**src/pic_defines.vh**
```
// constants for the printer interface control decode
`ifndef PIC_DEFINES_VH
`define PIC_DEFINES_VH
`define PIC_G0_PAPER_MOVE 3'h0
`define PIC_G0_ONLINE     3'h1
`define PIC_G3_STEPPER    4'h1
`define PIC_G3_LOAD_COL   4'h2
`define PIC_G3_CLAMP_OFF  4'h3
`define PIC_G3_CLAMP_ON   4'h4
`define PIC_G3_RAIL_ON    4'h5
`define PIC_G3_RAIL_OFF   4'h6
`define PIC_G3_FAULT_CLR  4'h7
`define PIC_G3_RIBBON_CLR 4'h8
`define PIC_G3_FMT_ADDR   4'h9
`define PIC_G3_PAPER_CLR  4'hA
`define PIC_G3_MCLR_SET   4'hB
`define PIC_G3_DISPLAY    4'hD
`define PIC_G3_BUFCLR_RST 4'hF
`define PIC_SRC_FORMS     3'h0
`define PIC_SRC_USER      3'h1
`define PIC_SRC_CFG2      3'h2
`define PIC_SRC_CFG_LOW   3'h3
`define PIC_SRC_CFG_HIGH  3'h4
`define PIC_SRC_INTERLOCK 3'h5
`define PIC_SRC_PANEL     3'h6
`define PIC_SHORT_MAX     6'h0F
`define PIC_LONG_MAX      6'h3F
`define PIC_COUNT_ZERO    6'h00
`define PIC_CODE_HI       13
`define PIC_CODE_LO       10
`define PIC_SEL_HI        12
`define PIC_VALUE_BIT     13
`define PIC_SRC_HI        11
`define PIC_SRC_LO        9
`define PIC_QUAL_LO       12
`define PIC_QUAL_HI       13
`define PIC_SRC_NONE      3'h7
`define PIC_SEL_IDLE      7'h7F
`define PIC_G3_IDLE       16'hFFFF
`define PIC_DATA_CTRL_ON  7
`define PIC_DATA_CTRL_OFF 5
`endif

```
**src/pic_latch8.v**
```verilog
// eight-bit addressable set/clear latch
`timescale 1ns/1ns
module pic_latch8
(
	input  wire       clk_in,
	input  wire       rst_in,
	input  wire       clear_in,
	input  wire       enable_n_in,
	input  wire [2:0] sel_in,
	input  wire       value_in,
	output reg  [7:0] q_out
);
	always @(posedge clk_in or posedge rst_in)
	begin
		if (rst_in)
			q_out <= 8'h00;
		else if (clear_in)
			q_out <= 8'h00;
		else if (!enable_n_in)
			q_out[sel_in] <= value_in;
	end
endmodule // pic_latch8

```
**src/pic_control_decode.v**
```verilog
// printer interface control decode: format options, source decoder, control groups 0 and 3
`timescale 1ns/1ns
`include "pic_defines.vh"
module pic_control_decode
#(
	parameter W = 8
)
(
	input  wire         clk_in,
	input  wire         rst_in,
	input  wire         group0_enable_n_in,
	input  wire         group0_clear_in,
	input  wire         group3_enable_n_in,
	input  wire         source_strobe_n_in,
	input  wire [15:0]  cpu_addr_line_in,
	input  wire [7:0]   user_data_in,
	input  wire         opt_ctrl_bit_sel_in,
	input  wire         opt_polarity_in,
	input  wire         opt_long_count_in,
	input  wire         opt_compat_in,
	input  wire         opt_truncate_in,
	input  wire         at_requested_channel_in,
	input  wire         printed_here_in,
	input  wire [5:0]   lines_to_tof_in,
	input  wire         opt_report_in,
	input  wire         opt_report_ch9_in,
	input  wire         channel9_in,
	input  wire         format_ready_in,
	input  wire         paper_motion_in,
	input  wire [W-1:0] forms_len_mem_in,
	input  wire [W-1:0] user_ctrl_in,
	input  wire [W-1:0] cfg_second_in,
	input  wire [3:0]   cfg_third_low_in,
	input  wire [3:0]   cfg_third_high_in,
	input  wire [3:0]   cfg_fourth_low_in,
	input  wire [3:0]   cfg_fourth_high_in,
	input  wire [W-1:0] interlock_status_in,
	input  wire [W-1:0] panel_switch_in,
	output reg          channel_search_out,
	output reg  [5:0]   skip_count_out,
	output reg          paper_move_req_out,
	output reg  [6:0]   source_sel_n_out,
	output reg  [W-1:0] cpu_input_bus_out,
	output reg          paper_moving_out,
	output reg          online_out,
	output reg          stepper_shift_n_out,
	output reg          load_column_n_out,
	output reg          clamp_off_n_out,
	output reg          clamp_on_n_out,
	output reg          clamp_voltage_en_out,
	output reg          high_rail_on_n_out,
	output reg          high_rail_off_n_out,
	output reg          high_rail_en_n_out,
	output reg          fault_clear_n_out,
	output reg          ribbon_sense_clear_n_out,
	output reg          format_addr_load_out,
	output reg          paper_motion_flag_clear_n_out,
	output reg          master_clear_set_n_out,
	output reg          display_load_n_out,
	output reg          buffer_clear_reset_n_out,
	output reg  [15:0]  group3_n_out
);
	// internal decode signals
	wire [7:0]   g0_q;
	wire [3:0]   code;
	wire [2:0]   latch_sel;
	wire         latch_value;
	wire [2:0]   src_code;
	wire         src_qualified;
	reg          ctrl_bit;
	reg          search_nxt;
	reg  [5:0]   count_nxt;
	reg          move_nxt;
	reg  [6:0]   sel_nxt;
	reg  [W-1:0] bus_nxt;
	reg  [15:0]  g3_nxt;
	reg          paper_nxt;

	// one-hot low decode of a four-bit code
	function [15:0] onehot_n;
		input [3:0] c;
		begin
			onehot_n = ~(16'h0001 << c);
		end
	endfunction

	// one-hot low decode of a source code
	function [6:0] sel_onehot_n;
		input [2:0] s;
		begin
			sel_onehot_n = ~(7'h01 << s);
		end
	endfunction

	// address bus fields
	assign code          = cpu_addr_line_in[`PIC_CODE_HI:`PIC_CODE_LO];
	assign latch_sel     = cpu_addr_line_in[`PIC_SEL_HI:`PIC_CODE_LO];
	assign latch_value   = cpu_addr_line_in[`PIC_VALUE_BIT];
	assign src_code      = cpu_addr_line_in[`PIC_SRC_HI:`PIC_SRC_LO];
	assign src_qualified = !source_strobe_n_in && cpu_addr_line_in[`PIC_QUAL_LO] && cpu_addr_line_in[`PIC_QUAL_HI];

	// group 0 addressable latch
	pic_latch8 u_group0
	(
		.clk_in      (clk_in),
		.rst_in      (rst_in),
		.clear_in    (group0_clear_in),
		.enable_n_in (group0_enable_n_in),
		.sel_in      (latch_sel),
		.value_in    (latch_value),
		.q_out       (g0_q)
	);

	// format unit command decode
	always @*
	begin
		ctrl_bit = opt_ctrl_bit_sel_in ? user_data_in[`PIC_DATA_CTRL_ON] : user_data_in[`PIC_DATA_CTRL_OFF];
		search_nxt = opt_polarity_in ? ctrl_bit : ~ctrl_bit;
		if (opt_long_count_in)
		begin
			if (opt_ctrl_bit_sel_in)
				count_nxt = {user_data_in[6:5], user_data_in[3:0]};
			else
				count_nxt = {user_data_in[7:6], user_data_in[3:0]};
		end
		else
			count_nxt = {2'h0, user_data_in[3:0]} & `PIC_SHORT_MAX;
		if (!search_nxt && opt_truncate_in && lines_to_tof_in != `PIC_COUNT_ZERO && count_nxt > lines_to_tof_in)
			count_nxt = lines_to_tof_in;
		if (search_nxt)
			move_nxt = !(opt_compat_in && at_requested_channel_in && !printed_here_in);
		else
			move_nxt = count_nxt != `PIC_COUNT_ZERO;
	end

	// input bus source decode
	always @*
	begin
		sel_nxt = `PIC_SEL_IDLE;
		bus_nxt = {W{1'b0}};
		if (src_qualified)
		begin
			if (src_code == `PIC_SRC_FORMS)
				bus_nxt = forms_len_mem_in;
			else if (src_code == `PIC_SRC_USER)
				bus_nxt = user_ctrl_in;
			else if (src_code == `PIC_SRC_CFG2)
				bus_nxt = cfg_second_in;
			else if (src_code == `PIC_SRC_CFG_LOW)
				bus_nxt = {cfg_fourth_low_in, cfg_third_low_in};
			else if (src_code == `PIC_SRC_CFG_HIGH)
				bus_nxt = {cfg_fourth_high_in, cfg_third_high_in};
			else if (src_code == `PIC_SRC_INTERLOCK)
				bus_nxt = interlock_status_in;
			else if (src_code == `PIC_SRC_PANEL)
				bus_nxt = panel_switch_in;
			if (src_code != `PIC_SRC_NONE)
				sel_nxt = sel_onehot_n(src_code);
		end
	end

	// group 3 decode and paper moving source
	always @*
	begin
		g3_nxt = group3_enable_n_in ? `PIC_G3_IDLE : onehot_n(code);
		if (opt_report_in)
			paper_nxt = opt_report_ch9_in ? channel9_in : format_ready_in;
		else
			paper_nxt = g0_q[`PIC_G0_PAPER_MOVE] & paper_motion_in;
	end

	// format unit outputs
	always @(posedge clk_in or posedge rst_in)
	begin
		if (rst_in)
		begin
			channel_search_out <= 1'b0;
			skip_count_out <= `PIC_COUNT_ZERO;
			paper_move_req_out <= 1'b0;
		end
		else
		begin
			channel_search_out <= search_nxt;
			skip_count_out <= search_nxt ? `PIC_COUNT_ZERO : count_nxt;
			paper_move_req_out <= move_nxt;
		end
	end

	// input bus outputs
	always @(posedge clk_in or posedge rst_in)
	begin
		if (rst_in)
		begin
			source_sel_n_out <= `PIC_SEL_IDLE;
			cpu_input_bus_out <= {W{1'b0}};
		end
		else
		begin
			source_sel_n_out <= sel_nxt;
			cpu_input_bus_out <= bus_nxt;
		end
	end

	// status lines to the user
	always @(posedge clk_in or posedge rst_in)
	begin
		if (rst_in)
		begin
			paper_moving_out <= 1'b0;
			online_out <= 1'b0;
		end
		else
		begin
			paper_moving_out <= paper_nxt;
			online_out <= g0_q[`PIC_G0_ONLINE];
		end
	end

	// group 3 pulse outputs
	always @(posedge clk_in or posedge rst_in)
	begin
		if (rst_in)
		begin
			group3_n_out <= `PIC_G3_IDLE;
			stepper_shift_n_out <= 1'b1;
			load_column_n_out <= 1'b1;
			clamp_off_n_out <= 1'b1;
			clamp_on_n_out <= 1'b1;
			high_rail_on_n_out <= 1'b1;
			high_rail_off_n_out <= 1'b1;
			fault_clear_n_out <= 1'b1;
			ribbon_sense_clear_n_out <= 1'b1;
			format_addr_load_out <= 1'b0;
			paper_motion_flag_clear_n_out <= 1'b1;
			master_clear_set_n_out <= 1'b1;
			display_load_n_out <= 1'b1;
			buffer_clear_reset_n_out <= 1'b1;
		end
		else
		begin
			group3_n_out <= g3_nxt;
			stepper_shift_n_out <= g3_nxt[`PIC_G3_STEPPER];
			load_column_n_out <= g3_nxt[`PIC_G3_LOAD_COL];
			clamp_off_n_out <= g3_nxt[`PIC_G3_CLAMP_OFF];
			clamp_on_n_out <= g3_nxt[`PIC_G3_CLAMP_ON];
			high_rail_on_n_out <= g3_nxt[`PIC_G3_RAIL_ON];
			high_rail_off_n_out <= g3_nxt[`PIC_G3_RAIL_OFF];
			fault_clear_n_out <= g3_nxt[`PIC_G3_FAULT_CLR];
			ribbon_sense_clear_n_out <= g3_nxt[`PIC_G3_RIBBON_CLR];
			format_addr_load_out <= ~g3_nxt[`PIC_G3_FMT_ADDR];
			paper_motion_flag_clear_n_out <= g3_nxt[`PIC_G3_PAPER_CLR];
			master_clear_set_n_out <= g3_nxt[`PIC_G3_MCLR_SET];
			display_load_n_out <= g3_nxt[`PIC_G3_DISPLAY];
			buffer_clear_reset_n_out <= g3_nxt[`PIC_G3_BUFCLR_RST];
		end
	end

	// clamp voltage enable latch
	always @(posedge clk_in or posedge rst_in)
	begin
		if (rst_in)
			clamp_voltage_en_out <= 1'b0;
		else if (!g3_nxt[`PIC_G3_CLAMP_OFF])
			clamp_voltage_en_out <= 1'b0;
		else if (!g3_nxt[`PIC_G3_CLAMP_ON])
			clamp_voltage_en_out <= 1'b1;
	end

	// high rail enable latch
	always @(posedge clk_in or posedge rst_in)
	begin
		if (rst_in)
			high_rail_en_n_out <= 1'b1;
		else if (!g3_nxt[`PIC_G3_RAIL_ON])
			high_rail_en_n_out <= 1'b0;
		else if (!g3_nxt[`PIC_G3_RAIL_OFF])
			high_rail_en_n_out <= 1'b1;
	end
endmodule // pic_control_decode

```
**config.mk**
```make
export PLATFORM = sky130hd
export DESIGN_NAME = pic_control_decode
export DESIGN_NICKNAME = d
export VERILOG_FILES = /design/src/pic_latch8.v /design/src/pic_control_decode.v
export VERILOG_INCLUDE_DIRS = /design/src
export SDC_FILE = /design/constraint.sdc
export NUM_CORES = 1
export LEC_CHECK = 0
export BUFFER_PORTS_ARGS = -buffer_cell sky130_fd_sc_hd__buf_2
export CAP_MARGIN = 20
export CORE_MARGIN = 8
export CORE_UTILIZATION = 42
export DETAILED_ROUTE_END_ITERATION = 6
export PLACE_DENSITY = 0.88
export SLEW_MARGIN = 25
export SYNTH_ARGS = -nofsm -noshare
export SYNTH_HDL_FRONTEND = slang
export SYNTH_SLANG_ARGS = --single-unit
export TNS_END_PERCENT = 5
```
**constraint.sdc**
```tcl
create_clock -name clk_in -period 1.5 [get_ports clk_in]
set_input_delay 0.3 -clock clk_in [delete_from_list [all_inputs] [get_ports clk_in]]
set_output_delay 0.3 -clock clk_in [all_outputs]
set_load 0.05 [all_outputs]
```
== After elaboration in Yosys (flattened, before gate mapping) ==
Cells that the tools add are included.

* Bits in registers: 64
* Input port bits: 104
* Output and inout port bits: 56

* $lt $le $gt $ge: 3
* Eq/ne operators: 10
* Shifts and indexed selects: 2
* Multiplexer cells: 29
* Bitwise logic cells: 5
* Reductions and logical operators: 15

{| class="wikitable"
|+ Operators by type and width
! operator !! count
|-
| $mux 8 || 10
|-
| $mux 6 || 4
|-
| $mux 16 || 1
|-
| $not 16->16 || 1
|-
| $shl 1x4->16 const A || 1
|-
| $mux 7 || 2
|-
| $reduce_bool 6->1 || 2
|-
| $mux 1 || 10
|-
| $eq 3x3->1 const B || 3
|-
| $bwmux 8 || 1
|-
| $logic_and 1x1->1 || 8
|-
| $not 7->7 || 1
|-
| $shl 1x3->7 const A || 1
|-
| $eq 3x2->1 const B || 2
|-
| $gt 6x6->1 || 1
|-
| $logic_not 1->1 || 4
|-
| $lt 3x4->1 const B || 1
|-
| $ne 2x2->1 const B || 2
|-
| $demux 1 s3 || 1
|-
| $eq 3x1->1 const B || 1
|-
| $ge 3x1->1 const B || 1
|-
| $logic_not 3->1 || 1
|-
| $ne 3x3->1 const B || 1
|-
| $ne 2x1->1 const B || 1
|-
| other kinds (2) || 3
|}

== Depth between registers and ports, before layout ==
* Depth after elaboration: 10
* Gate-level depth with buffers: 8

== Hierarchy ==
A second synthesis with hierarchy kept.

* Cells, all modules: 267
* Area total of the unflattened synthesis: 2770.2 um^2

{| class="wikitable"
|+ Modules (own cells, without submodules)
! module !! instances !! cells each !! area each (um^2)
|-
| pic_control_decode || 1 || 232 || 2346.0
|-
| pic_latch8 || 1 || 35 || 424.2
|}

== Worst setup path after synthesis ==
OpenSTA, ideal clock, no wires.

* Path kind: input port to flip-flop
* From: in opt_ctrl_bit_sel_in
* To: reg skip_count_out[0]
* Setup time: 125 ps
* Arrival time: 1793 ps
* Data required time: 1375 ps
* Slack: -418 ps
* Stages on the path: 7
* Cells stage by stage: mux2i_1 nor2b_1 ha_1 and4_1 a31oi_1 nand4_4 mux2_4

* Longest elaborated chain between the ends: 9
* Elaborated cells between the ends (all ways): 12
* Classes of those cells: order compare: 1; mux: 6; bitwise: 1; reduce/logical: 4

{| class="wikitable"
|+ Ends and longest elaborated chain
! element !! RTL line !! source
|-
| start: declaration || pic_control_decode.v:17 || <nowiki>input wire opt_ctrl_bit_sel_in,</nowiki>
|-
| parallel branches: the longest is 8 deep, another holds $gt 6x6->1 || - ||
|-
| $mux 6 * || pic_control_decode.v:184 || <nowiki>skip_count_out <= search_nxt ? `PIC_COUNT_ZERO : count_nxt;</nowiki>
|-
| end signal: assignment || pic_control_decode.v:178 || <nowiki>skip_count_out <= `PIC_COUNT_ZERO;</nowiki>
|-
| end signal: assignment || pic_control_decode.v:184 ||
|-
| end: declaration || pic_control_decode.v:40 || <nowiki>output reg [5:0] skip_count_out,</nowiki>
|}

Mark *: on every way between the ends.
A chain may end at the register's enable or synchronous reset.

== Final worst setup path ==
Same ends and word-level chain as after synthesis.

==> reports/results.txt <==
status = finished, violations left
failing checks = negative setup slack
fmax = 592.1 MHz
Tcrit/Tclk final = 112.6%
post-synthesis sequential area ratio = 49.32%
hold_buf cts = 0
Cell Rows = 27
Critical Path End Type = flip-flop
minimum clock period = 1.689 ns
Peak VDD IR = 0.3746 mV
Worst-Margin Slew = 0.5234 ns
Hold Vio Cnt, Final = 0
Routed WL = 7.570 mm
Ys Warns = 0
critical path class = in2reg
IO Pins = 160
worst path arrival time = 1.87 ns
# DRC = 0
area leader, netlist = dfstp_2
GRT Resource Usage Total = 18.02%
via count = 2,411
Starting DRT DRC Count = 82
TritonCTS Buffers = 5
number of max-cap violations = 0
Vert. Die Dim = 91.51 um
Yosys cell types = 41
synth top area cells = dfstp_2 26%, dfrtp_1 23%, mux2i_1 6.3%
diode count = 0
RSZ-0062 raised after global routing = yes
top-count cell post-synth = nand2_1
Post-synth top cells = 37 x nand2_1, 24 x dfstp_2, 22 x dfrtp_1
grt total ovfl = 0
Final HPWL DP = 6.177 mm
clk slew on worst S/H paths = 0.08 ns
Routed Antenna Nets = 0
Mapped Cells = 237
WP data required = 1.68 ns
clk_lat worst skew = 0.29 ns
startpoint types = primary input
H-tree levels = 2
share of layout cells above drive strength 1 = 56.72%
Final Cell Area = 3476 um2
Root Buffer = clkbuf_8
post-layout worst setup margin = -0.1889 ns
PortBufs = 147
CTS tree = built
Slew Viols, Final = 0
Leak = 1.758 nW
Post-Place Worst Slack = -0.5257 ns
Avg WL per Cell = 15.97 um
final setup vio count = 7
Post-Place Cell Area = 3343 um2
syn_area_per_cell = 10.10 um2
Starting Density = 43.49%
Core ar. = 5507 um2
Yosys reg bits = 46
Area Overhead vs Synth = 45.14%
non-filler cells, final = 474
die area = 8374 um2
asr flop ratio synth = 100.0%
clk buf depth = 2
Main synth FF type = dfstp_2
drt via density = 5.086
slowest stage cell, crit path = ha_1
slowest cell delay on critical path = 0.32 ns
Die W = 91.51 um
PwrDens = 824.5 nW/um2
largest net degree at the start of global routing = 47
type of the worst min-delay path = in2async
TritonRoute pass-1 iters = 4
crit-path max FO = 3
clock skew = 0.008867 ns
Syn Nets = 347
area share of the largest cell type after synthesis = 26.33%
initial antenna violation count = 1
critical path, cell by cell = buf_8, mux2i_2, nor2b_1, ha_1, and4_4, o21ai_2, o211ai_1, nand4_4, mux2_4
first-pass GRT wire length = 12.45 mm
Cell Count Post-Placement = 464
Slew HR = 64.84%
global placer's final weighted congestion = 0.9618
Post-Syn Area = 2395 um2
fin nets = 511
vias in the first global route = 2,633
CTS sink count = 46
Post-synth EDFFs = 0
cells by family after synthesis:
family	Yosys count	share of synthesized area [%]
AND/OR/NAND/NOR	84	17.29
buffers and inverters	35	7.628
XOR/XNOR	1	1.150
multiplexers	21	9.247
adder cells (fa/ha/maj)	6	3.135
flip-flops	46	49.32
AO/OA/AOI/OAI	44	12.23
final timing paths:
check	start	endpoint	slack (ns)	depth (start not counted)
max in group asynchronous	rst_in	source_sel_n_out[5]	1.20	3
min in group clk_in	group0_clear_in	u_group0.q_out[1]	0.17	2
worst max register to register	high_rail_en_n_out	high_rail_en_n_out	0.75	2
worst min-delay path	rst_in	format_addr_load_out	0.02	3
worst min register to register	u_group0.q_out[1]	online_out	0.37	0
worst max-delay path	opt_ctrl_bit_sel_in	skip_count_out[0]	-0.19	9
routing by layer:
metal | up-vias | part of all wire (%) | global-route usage [%]
met5 | - | 0.13 | 0
met3 | 18 | 9.1 | 5.844
met2 | 119 | 50 | 31.09
li1 | 1147 | - | -
met4 | 2 | 2.7 | 8.322
met1 | 1125 | 38 | 19.59
sequential cells by signal, summed over array words and instances, names as in the netlist:
signal                    count
u_group0.q_out                2
clamp_voltage_en_out          1
group3_n_out                 15
high_rail_en_n_out            1
online_out                    1
paper_moving_out              1
channel_search_out            1
format_addr_load_out          1
buffer_clear_reset_n_out      1
cpu_input_bus_out             8
source_sel_n_out              7
paper_move_req_out            1
skip_count_out                6
worst max-delay path: cells and delay by family:
kind                     cells  cell delay (ns)
AO/OA/AOI/OAI                2             0.18
adder cells (fa/ha/maj)      1             0.32
buffers and inverters        1             0.08
multiplexers                 2             0.53
AND/OR/NAND/NOR              3             0.46
cell type report:
| cell class | instances | area (um2) |
|---|---|---|
| clock buffers | 6 | 72.57 |
| clock inverters | 2 | 10.01 |
| fillers | 455 | 2031 |
| inverters | 13 | 48.80 |
| multi-input cells | 156 | 1059 |
| flip-flops and latches | 46 | 1181 |
| well taps | 72 | 90.09 |
| repair buffers | 179 | 1015 |
through the flow:
stage | util, % | hold slack, ns | power (mW) | setup TNS, ns
after floorplan | - | 0.3530 | 1.830 | -1.460
after global placement | 60.71 | 0.3423 | 2.133 | -2.974
after detailed placement | 60.71 | 0.3477 | 2.157 | -3.514
after CTS | 62.80 | 0.02922 | 2.880 | -0.7378
after global routing | 63.12 | 0.04158 | 3.019 | -2.006
final | 63.12 | 0.01703 | 2.866 | -1.095
cell usage in the layout, fill, tap and decap left out, types with 2 or more instances in the layout:
| cell type | synthesis | layout |
|---|---|---|
| clkbuf_8 | 0 | 5 |
| nor4_1 | 2 | 2 |
| nor3b_1 | 2 | 2 |
| buf_2 | 5 | 146 |
| nand3_1 | 3 | 3 |
| nand2_1 | 37 | 37 |
| nor2b_1 | 6 | 6 |
| and3_1 | 4 | 4 |
| a21oi_1 | 16 | 14 |
| dfstp_2 | 24 | 24 |
| nor3_1 | 7 | 7 |
| clkinv_2 | 0 | 2 |
| nand2b_1 | 3 | 3 |
| a21oi_2 | 0 | 2 |
| a211oi_1 | 2 | 2 |
| nor2_1 | 12 | 12 |
| o21ai_0 | 4 | 3 |
| or3_1 | 2 | 2 |
| inv_2 | 1 | 2 |
| dfrtp_1 | 22 | 22 |
| buf_4 | 12 | 29 |
| ha_1 | 6 | 6 |
| o22ai_1 | 6 | 6 |
| mux2i_2 | 0 | 2 |
| o221ai_1 | 4 | 4 |
| a221o_1 | 2 | 2 |
| buf_12 | 0 | 2 |
| mux2i_1 | 15 | 13 |
| inv_1 | 12 | 11 |
| o311a_1 | 4 | 4 |
| mux2_2 | 5 | 5 |
power breakdown:
| group | internal, mW | switching [mW] | leakage [nW] |
|---|---|---|---|
| Clock | 0.323 | 0.386 | 0.0450 |
| Sequential | 1.31 | 0.0173 | 0.542 |
| Combinational | 0.323 | 0.510 | 1.17 |
timing repair:
item                                    CTS  global route
pin swaps                                 3             4
gates resized for setup                   5             5
endpoints found under the setup margin    7             7
buffers inserted                          2             0
gates cloned                              0             0
(Power assumes the default switching activity.)
